### src/mbd_pkg.sv
// shared constants and carriers for the memory adapter error and diagnostic block
package mbd_pkg;
   localparam int          DATA_W          = 36;
   localparam int          ADDR_W          = 22;
   localparam logic [4:0]  CTRL_ADDR       = 5'h04;
   localparam logic [4:0]  FCN_ZERO        = 5'h00;
   localparam logic [4:0]  FCN_ONE         = 5'h01;
   // data bit positions (bit 0 is the leftmost data line, held in bit 0)
   localparam int          ADR_LO          = 0;
   localparam int          FCN_LO          = 31;
   localparam int          CLEAR_BIT       = 5;
   localparam int          MODE_BIT_TWO    = 6;
   localparam int          MODE_BIT_ONE    = 7;
   localparam int          LOAD_EN_BIT     = 12;
   localparam int          LOOP_BIT        = 8;
   // function 0 return fields
   localparam int          ERR_FLD_LO      = 5;
   localparam int          RPT_MODE_LO     = 6;
   localparam int          RQ_FLD_LO       = 12;
   localparam int          READ_REQUEST_FLAG_BIT       = 11;
   localparam int          WRITE_REQUEST_FLAG_BIT       = 10;
   localparam int          ADDR_FLD_LO     = 14;
   // function 1 return fields
   localparam int          MOD_CNT_LO      = 5;
   localparam int          MEM_TYPE_LO     = 13;
   localparam int          LOOP_RET_BIT    = 17;
   // memory type code: arbitrary neutral value
   localparam logic [3:0]  MEM_TYPE_CODE   = 4'h9;
   // diagnostic cycle: four phase A periods, strobe on third, far end samples fourth
   localparam logic [2:0]  DIAG_PERIODS    = 3'h4;
   localparam logic [2:0]  STROBE_PERIOD   = 3'h3;
   // missing module timeout
   localparam real         NXM_TIMEOUT_NS  = 1000.0;
   localparam real         CLK_PERIOD_NS   = 8.0;
   localparam int          NXM_CYCLES      = int'(NXM_TIMEOUT_NS / CLK_PERIOD_NS);
   localparam logic [1:0]  MODE_RESET      = 2'h0;

   typedef struct packed {
      logic              read_request_flag;
      logic              write_request_flag;
      logic [3:0]        rq;
      logic [ADDR_W-1:0] addr;
   } mbd_req_t;

   typedef struct packed {
      logic missing_module_flag;
      logic status_write_parity_flag;
      logic status_read_parity_flag;
      logic status_addr_parity_flag;
   } mbd_status_t;
endpackage : mbd_pkg

### src/mbd_parity.sv
// odd parity checker on a vector with its parity bit
`timescale 1ns/1ps
`default_nettype none
module mbd_parity #(
   parameter int W = 27
) (
   // checked vector, parity included
   input  wire logic [W-1:0] vec,
   // high when parity is even, i.e. failed
   output logic              fail
);
   assign fail = ~(^vec);
endmodule : mbd_parity
`default_nettype wire

### src/mbd_timer.sv
// missing module timeout counter
`timescale 1ns/1ps
`default_nettype none
module mbd_timer
   import mbd_pkg::*;
#(
   parameter int LEN = NXM_CYCLES
) (
   // clock and reset
   input  wire logic ref_clk,
   input  wire logic rst_b,
   // control
   input  wire logic start,
   input  wire logic stop,
   // pulse when timeout passes
   output logic      expired
);
   logic [15:0] cnt_reg;
   logic        run_reg;

   always_ff @(posedge ref_clk or negedge rst_b) begin
      if (!rst_b) begin
         cnt_reg <= 16'h0000;
         run_reg <= 1'b0;
      end else if (stop) begin
         run_reg <= 1'b0;
      end else if (start) begin
         cnt_reg <= 16'h0000;
         run_reg <= 1'b1;
      end else if (run_reg) begin
         if (cnt_reg == 16'(LEN - 1)) begin
            run_reg <= 1'b0;
         end
         cnt_reg <= cnt_reg + 16'h0001;
      end
   end

   assign expired = run_reg && (cnt_reg == 16'(LEN - 1)) && !stop;
endmodule : mbd_timer
`default_nettype wire

### src/mbd_diag.sv
// error detection and diagnostic cycle logic of the memory bus adapter
`timescale 1ns/1ps
`default_nettype none
module mbd_diag
   import mbd_pkg::*;
#(
   parameter int NXM_LEN = NXM_CYCLES
) (
   // clock and reset
   input  wire logic              ref_clk,
   input  wire logic              rst_b,
   // phase A indicator, one cycle pulse per phase A clock
   input  wire logic              phase_a,
   // request from the processor memory box
   input  wire logic              req_valid,
   input  wire mbd_req_t          req,
   input  wire logic              addr_parity,
   // data parity results from the data path
   input  wire logic              data_check_valid,
   input  wire logic              data_is_write,
   input  wire logic              data_parity_check,
   // memory side acknowledges and end of request
   input  wire logic              first_word_ack,
   input  wire logic              module_ack,
   input  wire logic              req_done,
   // write and read data for the loop-around buffer
   input  wire logic              wr_strobe,
   input  wire logic              rd_end,
   input  wire logic [DATA_W-1:0] bus_wdata,
   // diagnostic cycle select and data lines
   input  wire logic              diagnostic_cycle_select,
   input  wire logic [DATA_W-1:0] diag_din,
   output logic      [DATA_W-1:0] diag_dout,
   output logic                   diag_dout_en,
   // error lines to the processor
   output logic                   bus_addr_parity_error,
   output logic                   bus_error_line,
   // mode and loop state
   output logic                   mode_ff_one,
   output logic                   mode_ff_two,
   output logic                   one_bus_mode,
   output logic                   two_bus_mode,
   output logic                   four_bus_mode,
   output logic                   loop_active,
   output logic                   memory_request_enable,
   output logic      [DATA_W-1:0] loop_rdata,
   output mbd_status_t            status
);
   typedef enum logic [3:0] {
      ST_IDLE   = 4'b0001,
      ST_SET    = 4'b0010,
      ST_STROBE = 4'b0100,
      ST_RETURN = 4'b1000
   } mbd_state_t;

   function automatic logic [4:0] field5(input logic [DATA_W-1:0] d, input int lo);
      logic [4:0] f;
      f = 5'h00;
      for (int i = 0; i < 5; i++) begin
         f[4-i] = d[lo+i];
      end
      return f;
   endfunction : field5

   logic             rst_s1_reg;
   logic             rst_s_reg;
   logic             rstn;
   mbd_state_t       state_reg;
   logic [2:0]       period_reg;
   logic             selected_reg;
   logic [4:0]       fcn_reg;
   logic             error_transmit_enable;
   logic             addr_parity_fail;
   logic             read_data_error;
   logic             write_data_error;
   logic             read_parity_error_ff;
   logic             write_parity_error_ff;
   logic             missing_module_error;
   logic             any_error;
   logic             error_address_capture_clock;
   logic             send_error;
   logic             clear_pulse;
   mbd_req_t         capture_reg;
   logic [DATA_W-1:0] buffer_reg;
   logic             strobe_now;
   logic             set_half;
   logic             hit;

   // reset release through two flip-flops
   always_ff @(posedge ref_clk or negedge rst_b) begin
      if (!rst_b) begin
         rst_s1_reg <= 1'b0;
         rst_s_reg  <= 1'b0;
      end else begin
         rst_s1_reg <= 1'b1;
         rst_s_reg  <= rst_s1_reg;
      end
   end
   assign rstn = rst_s_reg;

   mbd_parity #(.W(ADDR_W + 5)) u_addr_par (
      .vec  ({req.addr, req.rq, addr_parity}),
      .fail (addr_parity_fail)
   );

   mbd_timer #(.LEN(NXM_LEN)) u_nxm (
      .ref_clk (ref_clk),
      .rst_b   (rstn),
      .start   (first_word_ack),
      .stop    (module_ack || req_done),
      .expired (missing_module_error)
   );

   assign read_data_error  = data_check_valid && !data_is_write && !data_parity_check;
   assign write_data_error = data_check_valid && data_is_write && !data_parity_check;

   // diagnostic cycle sequencing, counted in phase A periods
   assign hit        = field5(diag_din, ADR_LO) == CTRL_ADDR;
   // first half of the cycle, while the far end still drives conditions
   assign set_half   = (state_reg == ST_SET) || (state_reg == ST_STROBE);
   assign strobe_now = set_half && phase_a && (period_reg == STROBE_PERIOD - 3'h1);

   always_ff @(posedge ref_clk or negedge rstn) begin
      if (!rstn) begin
         state_reg    <= ST_IDLE;
         period_reg   <= 3'h0;
         selected_reg <= 1'b0;
         fcn_reg      <= 5'h00;
      end else begin
         case (state_reg)
            ST_IDLE: begin
               if (diagnostic_cycle_select && phase_a) begin
                  state_reg  <= ST_SET;
                  period_reg <= 3'h1;
               end
            end
            ST_SET: begin
               if (phase_a) begin
                  period_reg <= period_reg + 3'h1;
                  state_reg  <= ST_STROBE;
               end
            end
            ST_STROBE: begin
               // third phase A pulse: the data lines are taken here
               if (strobe_now) begin
                  selected_reg <= hit;
                  fcn_reg      <= field5(diag_din, FCN_LO);
                  period_reg   <= DIAG_PERIODS;
                  state_reg    <= ST_RETURN;
               end
            end
            ST_RETURN: begin
               // far end samples on the fourth phase A, then the cycle ends
               if (phase_a) begin
                  selected_reg <= 1'b0;
                  period_reg   <= 3'h0;
                  state_reg    <= ST_IDLE;
               end
            end
            default: begin
               state_reg <= ST_IDLE;
            end
         endcase
      end
   end

   logic set_f0;
   logic set_f1;
   assign set_f0 = strobe_now && hit && field5(diag_din, FCN_LO) == FCN_ZERO;
   assign set_f1 = strobe_now && hit && field5(diag_din, FCN_LO) == FCN_ONE;
   assign clear_pulse = set_f0 && diag_din[CLEAR_BIT];
   assign error_transmit_enable = (state_reg == ST_RETURN) && selected_reg;

   // error flip-flops; a new error wins over a clear in the same cycle
   always_ff @(posedge ref_clk or negedge rstn) begin
      if (!rstn) begin
         read_parity_error_ff <= 1'b0;
      end else if (read_data_error) begin
         read_parity_error_ff <= 1'b1;
      end else if (clear_pulse) begin
         read_parity_error_ff <= 1'b0;
      end
   end

   always_ff @(posedge ref_clk or negedge rstn) begin
      if (!rstn) begin
         write_parity_error_ff <= 1'b0;
      end else if (write_data_error) begin
         write_parity_error_ff <= 1'b1;
      end else if (clear_pulse) begin
         write_parity_error_ff <= 1'b0;
      end
   end

   // status flags share the same clear term; the read and write flags also share the set terms
   always_ff @(posedge ref_clk or negedge rstn) begin
      if (!rstn) begin
         status <= '0;
      end else begin
         if (addr_parity_fail && req_valid) begin
            status.status_addr_parity_flag <= 1'b1;
         end else if (clear_pulse) begin
            status.status_addr_parity_flag <= 1'b0;
         end
         if (read_data_error) begin
            status.status_read_parity_flag <= 1'b1;
         end else if (clear_pulse) begin
            status.status_read_parity_flag <= 1'b0;
         end
         if (write_data_error) begin
            status.status_write_parity_flag <= 1'b1;
         end else if (clear_pulse) begin
            status.status_write_parity_flag <= 1'b0;
         end
         if (missing_module_error) begin
            status.missing_module_flag <= 1'b1;
         end else if (clear_pulse) begin
            status.missing_module_flag <= 1'b0;
         end
      end
   end

   assign any_error = read_parity_error_ff || write_parity_error_ff
                      || status.missing_module_flag || status.status_addr_parity_flag;
   assign send_error = read_parity_error_ff || write_parity_error_ff || status.missing_module_flag;
   assign error_address_capture_clock = req_valid && !any_error;

   always_ff @(posedge ref_clk or negedge rstn) begin
      if (!rstn) begin
         bus_addr_parity_error <= 1'b0;
         bus_error_line        <= 1'b0;
      end else begin
         bus_addr_parity_error <= req_valid && addr_parity_fail;
         // a new read, write or missing module error shows on the line in the same cycle as its flag
         bus_error_line        <= send_error || read_data_error || write_data_error
                                  || missing_module_error;
      end
   end

   // error address capture; the failing request stays once any error is held
   always_ff @(posedge ref_clk or negedge rstn) begin
      if (!rstn) begin
         capture_reg <= '0;
      end else if (error_address_capture_clock) begin
         capture_reg <= req;
      end
   end

   // bus mode flip-flops
   always_ff @(posedge ref_clk or negedge rstn) begin
      if (!rstn) begin
         mode_ff_one <= 1'b0;
         mode_ff_two <= 1'b0;
      end else if (set_f0 && diag_din[LOAD_EN_BIT]) begin
         mode_ff_one <= diag_din[MODE_BIT_ONE];
         mode_ff_two <= diag_din[MODE_BIT_TWO];
      end
   end
   assign one_bus_mode  = mode_ff_one && !mode_ff_two;
   assign two_bus_mode  = !mode_ff_one && mode_ff_two;
   assign four_bus_mode = mode_ff_one && mode_ff_two;

   // loop-around; a function 1 cycle sets or clears it
   always_ff @(posedge ref_clk or negedge rstn) begin
      if (!rstn) begin
         loop_active <= 1'b0;
      end else if (set_f1) begin
         loop_active <= diag_din[LOOP_BIT] && four_bus_mode;
      end else if (loop_active && rd_end) begin
         loop_active <= 1'b0;
      end
   end

   // no memory requests while looping around
   assign memory_request_enable = !loop_active && (mode_ff_one || mode_ff_two);

   always_ff @(posedge ref_clk or negedge rstn) begin
      if (!rstn) begin
         buffer_reg <= '0;
      end else if (wr_strobe) begin
         buffer_reg <= bus_wdata;
      end
   end
   assign loop_rdata = buffer_reg;

   // return data, built from state already updated in the first half
   always_ff @(posedge ref_clk or negedge rstn) begin
      if (!rstn) begin
         diag_dout    <= '0;
         diag_dout_en <= 1'b0;
      end else begin
         diag_dout    <= '0;
         diag_dout_en <= 1'b0;
         if (error_transmit_enable) begin
            diag_dout_en <= 1'b1;
            for (int i = 0; i < 5; i++) begin
               diag_dout[FCN_LO+i] <= fcn_reg[4-i];
            end
            if (fcn_reg == FCN_ZERO) begin
               diag_dout[ERR_FLD_LO]            <= status.status_addr_parity_flag;
               diag_dout[ERR_FLD_LO+3]          <= status.status_read_parity_flag;
               diag_dout[ERR_FLD_LO+4]          <= status.status_write_parity_flag;
               diag_dout[ERR_FLD_LO+5]          <= status.missing_module_flag;
               diag_dout[MODE_BIT_ONE]          <= mode_ff_one;
               diag_dout[MODE_BIT_TWO]          <= mode_ff_two;
               diag_dout[READ_REQUEST_FLAG_BIT]             <= capture_reg.read_request_flag;
               diag_dout[WRITE_REQUEST_FLAG_BIT]             <= capture_reg.write_request_flag;
               diag_dout[RQ_FLD_LO +: 4]        <= capture_reg.rq;
               diag_dout[ADDR_FLD_LO +: ADDR_W] <= capture_reg.addr;
            end else if (fcn_reg == FCN_ONE) begin
               diag_dout[MOD_CNT_LO +: 8]   <= 8'h00;
               diag_dout[MEM_TYPE_LO +: 4]  <= MEM_TYPE_CODE;
               diag_dout[LOOP_RET_BIT]      <= loop_active;
            end
         end
      end
   end
endmodule : mbd_diag
`default_nettype wire

### config.mk
export PLATFORM = sky130hd
export DESIGN_NAME = mbd_diag
export DESIGN_NICKNAME = d
export VERILOG_FILES = /design/src/mbd_pkg.sv /design/src/mbd_parity.sv /design/src/mbd_timer.sv /design/src/mbd_diag.sv
export SDC_FILE = /design/constraint.sdc
export NUM_CORES = 1
export LEC_CHECK = 0
export BUFFER_PORTS_ARGS = -buffer_cell sky130_fd_sc_hd__buf_4
export CORE_UTILIZATION = 45
export DETAILED_ROUTE_END_ITERATION = 16
export HOLD_SLACK_MARGIN = 0.05
export PLACE_DENSITY = 0.73
export REMOVE_ABC_BUFFERS = 1
export SYNTH_ARGS = -nofsm -noshare
export SYNTH_HDL_FRONTEND = slang
export SYNTH_SLANG_ARGS = --single-unit
### constraint.sdc
create_clock -name ref_clk -period 5.6 [get_ports ref_clk]
set_input_delay 0.56 -clock ref_clk [delete_from_list [all_inputs] [get_ports ref_clk]]
set_output_delay 0.56 -clock ref_clk [all_outputs]
set_load 0.02 [all_outputs]
**After elaboration in Yosys (flattened, before gate mapping)**

Cells that the tools add are included.

- Equal/unequal tests: 13
- Bitwise operators: 2
- Multiplexer cells: 31
- $add $sub $neg: 2
- Reductions and logical operators: 55

Operators with widths:

| kind | number |
|---|---|
| $mux 16 | 2 |
| $mux 31 | 1 |
| $reduce_xor 27->1 | 1 |
| $mux 13 | 2 |
| $logic_and 1x1->1 | 23 |
| $mux 18 | 1 |
| $add 16x1->16 const B | 1 |
| $eq 16x7->1 const B | 1 |
| $mux 4 | 4 |
| $pmux 4 s4 | 1 |
| $mux 1 | 14 |
| $reduce_bool 2->1 | 7 |
| $mux 3 | 4 |
| $pmux 3 s4 | 1 |
| $eq 5x1->1 const B | 2 |
| $logic_not 5->1 | 2 |
| $logic_or 1x1->1 | 9 |
| $ne 2x2->1 const B | 4 |
| $logic_not 1->1 | 7 |
| $eq 5x3->1 const B | 1 |
| $reduce_and 5->1 | 1 |
| $eq 4x1->1 const B | 1 |
| $eq 4x2->1 const B | 1 |
| $eq 4x3->1 const B | 1 |
| 9 further kinds | 11 |

- Input port bits: 114
- Logic and storage cells: 127
- Flip-flop bits (word level): 135
- Output and inout port bits: 86

**Logic depth before layout (Yosys ltp)**

Gate-level depths: netlist of the first run.

- Depth after elaboration: 9
- Depth in mapped cells: 7
- Depth with buffers taken out: 7

**Cells and area by module**

A second synthesis of the first run with hierarchy kept.

- Cell total of the unflattened synthesis: 465
- Area total of the unflattened synthesis: 5,865.6 µm²

By module, submodules not included:

| module | area an instance (µm²) | instances | cells each |
|---|---|---|---|
| mbd_diag | 4,658.2 | 1 | 339 |
| mbd_timer | 962.2 | 1 | 102 |
| mbd_parity | 245.2 | 1 | 24 |

**Worst setup path before layout of the first run**

OpenSTA, ideal clock, no wires.

- Kind: input to register
- Start: in diag_din[34]
- End: reg mode_ff_one
- Library setup time: 0.128 ns
- Data required time: 5.472 ns
- Stages on the path: 4
- Arrival time: 1.885 ns
- Buffers on the path: 0
- Setup slack: 3.587 ns
- Cells stage by stage: or4_4 nor4b_4 and4b_1 mux2_1

- Word-level cells in the longest chain between the ends: 3

Ends and longest elaborated chain:

| what | line | source |
|---|---|---|
| start: declaration | mbd_diag.sv:32 | `input wire logic [DATA_W-1:0] diag_din,` |
| $logic_not 5->1 | mbd_diag.sv:169 | `assign set_f0 = strobe_now && hit && field5(diag_din, FCN_LO) == FCN_ZERO;` |
| $logic_and 1x1->1 | mbd_diag.sv:169 |  |
| $logic_and 1x1->1 | mbd_diag.sv:254 | `end else if (set_f0 && diag_din[LOAD_EN_BIT]) begin` |
| end signal: assignment | mbd_diag.sv:255 | `mode_ff_one <= diag_din[MODE_BIT_ONE];` |
| end: declaration | mbd_diag.sv:39 | `output logic mode_ff_one,` |

Every way passes these cells.
A chain may end at the register's enable or synchronous reset.

**Worst setup path in the final report of the first run**

- Start: reg state_reg[1]
- End: reg diag_dout[13]

- Word-level cells in the longest chain between the ends: 3

Ends and longest elaborated chain:

| what | line | source |
|---|---|---|
| start: declaration | mbd_diag.sv:68 | `mbd_state_t state_reg;` |
| start signal: assignment | mbd_diag.sv:125 | `state_reg <= ST_IDLE;` |
| start signal: assignment | mbd_diag.sv:133 | `state_reg <= ST_SET;` |
| start signal: assignment | mbd_diag.sv:140 | `state_reg <= ST_STROBE;` |
| $eq 4x4->1 | mbd_diag.sv:172 | `assign error_transmit_enable = (state_reg == ST_RETURN) && selected_reg;` |
| $logic_and 1x1->1 | mbd_diag.sv:172 |  |
| $mux 31 | mbd_diag.sv:294 | `if (error_transmit_enable) begin` |
| end signal: indexed assignment | mbd_diag.sv:297 | `diag_dout[FCN_LO+i] <= fcn_reg[4-i];` |
| end signal: indexed assignment | mbd_diag.sv:300 | `diag_dout[ERR_FLD_LO] <= status.status_addr_parity_flag;` |
| end signal: indexed assignment | mbd_diag.sv:301 | `diag_dout[ERR_FLD_LO+3] <= status.status_read_parity_flag;` |
| end: declaration | mbd_diag.sv:33 | `output logic [DATA_W-1:0] diag_dout,` |

Every way passes these cells.

==> results of run 1 <==
## cell usage after synthesis, types with 3 or more instances
cell	instances	area [µm²]
a22o_1	6	52.6
inv_1	12	45.0
o21ai_1	3	15.0
ha_1	4	50.1
mux2_2	63	709
xor2_1	5	43.8
nor4b_1	5	43.8
nand2b_1	4	25.0
buf_4	7	52.6
nand3_1	6	30.0
mux2_1	8	90.1
nand3b_1	3	22.5
clkbuf_1	11	41.3
o21ai_0	10	50.1
nor2b_1	4	25.0
xnor2_1	28	245
dfrtp_1	134	3350
or3_1	7	43.8
and2_1	3	18.8
a21oi_1	16	80.1
buf_2	3	15.0
nor3_1	9	45.0
and3_1	25	156
nor2_1	30	113
nand2_1	14	52.6
## routing by layer
layer	global-route usage [%]	share of wire [%]	up-vias
met2	38.4	51	159
met1	24.0	39	2053
li1	-	-	1932
met4	9.09	1.4	0
met3	6.69	7.8	16
met5	0	0	-
## path summary, 6_finish.rpt
check	startpoint	to	slack, ns	cells past startpoint
hold / removal	first_word_ack	u_nxm.cnt_reg[0]	0.35	2
min in group asynchronous	rst_b	rst_s_reg	0.45	2
setup reg to reg	state_reg[1]	diag_dout[13]	3.33	5
max in group asynchronous	rst_s_reg	loop_rdata[2]	3.82	1
hold reg to reg	rst_s1_reg	rst_s_reg	0.35	0
setup / recovery	state_reg[1]	diag_dout[13]	3.33	5
## metrics by stage
stage	setup slack (ns)	hold WS (ns)	instance area [µm²]	instances	total power, mW
floorplan	1.56	0.264	5640	436	1.35
global placement	3.00	0.340	7180	780	1.49
detailed placement	2.94	0.340	7180	780	1.51
CTS	3.34	0.334	7750	810	2.57
global route	3.11	0.343	7750	810	2.65
finish	3.33	0.348	7750	810	2.55
## where the power goes
part           total (mW)  internal (mW)  switching, mW
Combinational       0.345          0.202          0.143
Sequential           1.14           1.08         0.0613
Clock                1.06          0.681          0.376
## layout make-up
type                       instances  area [µm²]  share of cell area [%]
sequential                       135        3380                    43.7
timing repair buffer             177        1330                    17.2
clock inverter                     4        70.1                   0.904
inverter                          13        48.8                   0.630
tap                              168         210                    2.71
clock buffer                      25         485                    6.27
multi-input combinational        288        2220                    28.6
## cell families after synthesis
| kind of cell | after synthesis | share of synthesized area [%] |
|---|---|---|
| DFF | 135 | 58.7 |
| and+or+nand+nor | 121 | 11.9 |
| muxes | 72 | 14.1 |
| AOI/OAI and AO/OA | 50 | 5.46 |
| buffers and inverters | 37 | 3.07 |
| xor gates and xnor gates | 35 | 5.81 |
| adders and majority gates | 4 | 0.870 |
| other | 2 | 0.131 |
## worst max-delay path, stage by stage (launching register included)
cell,delay (ns)
dfrtp_1,0.56
nor4b_1,0.63
nand2_1,0.32
inv_2,0.38
nand2_1,0.17
nor2_1,0.14
## timing repair
| item | 4_1_cts | 5_1_grt |
|---|---|---|
| hold buffers | 1 | 0 |
| endpoints found under the setup margin | 0 | 0 |
| hold endpoints to repair | 2 | 0 |
==> impl_metrics.toml, run 1 <==
[sta]
timing.final.crit_period_ns = 2.27
timing_max_transition_violations_final = 0
timing.setup.tns_ns = 0
grt_setup_unrepaired = "no"
post_route_skew_ns = 0.00505
hold_violations = 0
slew_headroom_pct = 31.2
finalCritPeriodShare_pct = 40.5
setup_violations = 0
fmax_ghz = 0.441
max_slew.worst_pin.slew_ns = 1.03

[routing]
drt_first_pass_iters = 4
routed_antenna_nets = 0
number_of_remaining_drc_errors = 0
totalWireLength_mm = 13.6
detail_route.wl_per_cell_um = 16.7
routed-via-count = 4160
vias_per_cell = 5.14
dr.first_iter.drc_count = 192

[synthesis]
synth-edff-count = 0
yosysWarnings = 0
yosysSeqAreaShare_pct = 58.7
post_synth.cell_area_avg_um2 = 12.6
asyncSetResetFlopFracSynth_pct = 100
top_flip_flop_cell_by_instance_count_after_synthesis = "dfrtp_1"
synthCells = 456
ys_ff_latch = 135
syn-cell-area_um2 = 5750
synth.distinct_cells = 53

[worst_setup_path]
worstPathRequired_ns = 5.95
worst-path-max-fanout = 25
timing.critical_path.to_type = "flop"
arrival_ns = 2.62
startpoint_type = "flop"
setup_cp_type = "reg -> reg"

[power]
worst_voltage_drop_across_the_vdd_grid_mv = 0.171
power-per-cell-area_nw_per_um2 = 329
leakage_nw = 3.81

[grt]
global_route.usage.total_pct = 21.6
first_global_vias = 4279
grt_first_pass_wirelength_mm = 21.3
initial_antenna_violation_count = 0
gr-total-overflow = 0
grt_max_degree = 75

[floorplanning]
ioPinCount = 200
chipHeight_um = 115
starting_density_of_the_core_pct = 46.9
fp-row-count = 40
die-area_um2 = 13200
area_of_the_core_um2 = 12300
dieWidth_um = 115

[cts]
cts-resized-gates = 0
clkTransAtPathRegs_ns = 0.06
ctsHtreeMaxLevel = 4
clockBufferDepth = 2
cts_inserted_buffers = 17
cts_post_setup_buffers_inserted = 0
clock_sinks = 135
clock_tree_from_tritoncts = "done"
clk_latency_ns = 0.42
cts_root_buffer = "clkbuf_16"

[cells_and_area]
layout-area-overhead-vs-synth_pct = 34.6
layout.nets = 750
layout.core_utilization_pct = 63.2
filler_cell_count = 982
proportion_of_layout_cells_with_a_drive_suffix_above_1_pct = 42.1
largest_register_ffs = 36
layout_commonest_cell = "buf_4"
layout_common_cells = "buf_4 (176), dfrtp_1 (133), mux2_2 (63), nor2_1 (30), xnor2_1 (28)"
ant_cells = 0

[run_status]
run_status = "completed"

[placement]
post_dp_hpwl_mm = 9.83
place_congestion = 0.873
port_buffers = 173

[job]
max_cap_viol_count = 0

[min_path]
hp-class = "in -> reg"
(Power assumes the default switching activity.)
==> run 2, diff against run 1 <==
- ABC_AREA: unset -> 1
- PLACE_DENSITY: 0.73 -> 0.75
- clock period: 5.6 -> 2 ns (I/O delays scaled with it)
==> run 2 against run 1 <==
  * First-iteration DRC count up 62%
  * Cell count up 36%
  * Critical path depth up 3
  * Clock power rose to 3.2 times the previous value
  * Highest routed layer unchanged
  * Register-to-register slack worse by 3.1 ns
  * Sequential share of layout area down 4.8 points
  * Power rose to 3.2 times the previous value
  * Core utilization up 2.6 points
==> impl_metrics.toml, run 2 <==
[synthesis]
synth-edff-count = 0
yosysWarnings = 0
synth.top_cells.by_area = "dfrtp_1 (55%), nand2_1 (14%), mux2_2 (7.6%)"
synthCells = 683
synth.mux.area_fraction_pct = 7.58
adder_cell_share_of_the_synthesized_area_pct = 0.822
top_flip_flop_cell_by_instance_count_after_synthesis = "dfrtp_1"
yosysSeqAreaShare_pct = 55.5
synth_compound_gate_area_share_pct = 6.60
synth.top_cell.area_share_pct = 55.1
asyncSetResetFlopFracSynth_pct = 100
synth_top_area_cell = "dfrtp_1"
ys_ff_latch = 135
main_combinational_cell_family_by_area_after_synthesis = "simple AND/OR/NAND/NOR gates"
synth_top_cells_by_count = "nand2_1 (223), dfrtp_1 (134), inv_1 (73)"
post_synth.cell_area_avg_um2 = 8.91
synth_xor_area_share_pct = 0.288
synth.most_common_cell = "nand2_1"
post_synth_and_or_nand_nor_area_fraction_pct = 22.4
synth.distinct_cells = 33
syn-cell-area_um2 = 6090

[worst_setup_path]
worst-path-max-fanout = 21
startpoint_type = "flop"
timing.critical_path.to_type = "flop"
worstPathRequired_ns = 2.34
setup_cp_type = "reg -> reg"
arrival_ns = 2.06

[sta]
fmax_ghz = 0.580
timing_max_transition_violations_final = 0
max_slew.worst_pin.slew_ns = 0.493
slew_headroom_pct = 66.8
grt_setup_unrepaired = "no"
post_route_skew_ns = 0.00779
setup_violations = 0
hold_violations = 0
timing.final.crit_period_ns = 1.72
timing.setup.tns_ns = 0
finalCritPeriodShare_pct = 86.2

[floorplanning]
die-area_um2 = 14000
chipHeight_um = 118
dieWidth_um = 118
ioPinCount = 200
fp-row-count = 42
starting_density_of_the_core_pct = 46.0
area_of_the_core_um2 = 13200

[job]
max_cap_viol_count = 0

[routing]
vias_per_cell = 4.78
totalWireLength_mm = 15.9
dr.first_iter.drc_count = 311
number_of_remaining_drc_errors = 0
drt_first_pass_iters = 5
detail_route.wl_per_cell_um = 14.4
routed_antenna_nets = 0
routed-via-count = 5267

[grt]
grt_max_degree = 65
initial_antenna_violation_count = 0
gr-total-overflow = 0
first_global_vias = 5389
grt_first_pass_wirelength_mm = 26.4
global_route.usage.total_pct = 24.5

[cells_and_area]
ant_cells = 0
proportion_of_layout_cells_with_a_drive_suffix_above_1_pct = 29.4
layout.nets = 1033
layout-area-overhead-vs-synth_pct = 43.0
layout_common_cells = "nand2_1 (223), buf_4 (179), dfrtp_1 (133), inv_1 (73), dlygate4sd3_1 (50)"
largest_register_ffs = 36
layout_commonest_cell = "nand2_1"

[cts]
cts_inserted_buffers = 17
clock_tree_from_tritoncts = "done"
cts.hold.buffers_added = 50
clockBufferDepth = 2
cts-resized-gates = 0
clk_latency_ns = 0.42
cts_root_buffer = "clkbuf_16"
clock_sinks = 135
ctsHtreeMaxLevel = 4
cts_post_setup_buffers_inserted = 0
clkTransAtPathRegs_ns = 0.06

[run_status]
run_status = "completed"

[power]
power-per-cell-area_nw_per_um2 = 929
worst_voltage_drop_across_the_vdd_grid_mv = 0.538
post-layout-total-power_mw = 8.09
leakage_nw = 4.57

[min_path]
hp-class = "in -> reg"

[placement]
post_dp_hpwl_mm = 10.5
port_buffers = 173
place_congestion = 0.839
==> run 2: changes by cell type after synthesis, sizes merged, moves of 7 or more <==
| cell | change |
|---|---|
| a21oi | +9 |
| and3 | -25 |
| inv | +63 |
| mux2 | -30 |
| nand2 | +213 |
| nand3 | +16 |
| nor2 | +22 |
| o21ai | +32 |
| or3 | -7 |
| xnor2 | -28 |
==> run 2: cell families (layout without fill, tap and decap cells) <==
kind of cell             count (synthesis)  count (layout)
AO/OA/AOI/OAI                           76              76
XOR/XNOR                                 2               2
adder cells (fa/ha/maj)                  4               4
buffers and inverters                   97             337
flip-flops                             135             135
multiplexers                            41              41
other                                    2               6
AND/OR/NAND/NOR                        326             326
==> run 2: final cells by class <==
class | instances | area [µm²]
clock inverter | 11 | 170
inverter | 76 | 285
clock buffer | 20 | 467
sequential | 135 | 3380
multi-input combinational | 455 | 2320
tap | 176 | 220
timing repair buffer | 230 | 1860
fill | 1047 | 4540
==> run 2: path summary, 6_finish.rpt <==
check | from | to | slack (ns) | depth (start not counted)
worst min register to register | rst_s_reg | diag_dout[9] | 0.13 | 0
worst min-delay path | module_ack | u_nxm.run_reg | 0.07 | 4
max in group asynchronous | rst_s_reg | capture_reg[12] | 1.21 | 1
worst max register to register | state_reg[1] | diag_dout[10] | 0.28 | 8
worst max-delay path | state_reg[1] | diag_dout[10] | 0.28 | 8
min in group asynchronous | rst_s_reg | diag_dout[9] | 0.13 | 0
==> run 2: critical path: stages, from the launching register on <==
cell and delay [ns]:
dfrtp_1 0.40, nor2_1 0.20, nand2_1 0.16, inv_1 0.09
nand2_2 0.15, inv_1 0.11, buf_4 0.29, nand2_1 0.10
nor2_1 0.15
==> run 2: per-layer routing <==
| layer | track usage [%] | up-vias | share of wire, % |
|---|---|---|---|
| li1 | - | 2624 | - |
| met1 | 28.8 | 2461 | 41 |
| met2 | 43.5 | 160 | 51 |
| met3 | 5.79 | 22 | 5.7 |
| met4 | 8.73 | 0 | 1.7 |
| met5 | 0 | - | 0 |
==> run 2: stage by stage <==
stage               hold WS, ns  instance area, µm²  worst slack [ns]  instances  util, %
CTS                      0.0613                8710             0.290       1103     65.7
finish                   0.0717                8710             0.276       1103     65.7
floorplan               -0.0956                5980             -2.04        666        -
global placement        -0.0166                7570             0.358       1022     57.2
global route             0.0870                8710             0.122       1103     65.7
detailed placement      -0.0149                7570             0.306       1022     57.2
==> run 2: power by group <==
part	switching [mW]	internal [mW]
combinational	0.869	0.651
sequential	0.191	3.03
clock	1.17	2.18
total	2.23	5.86
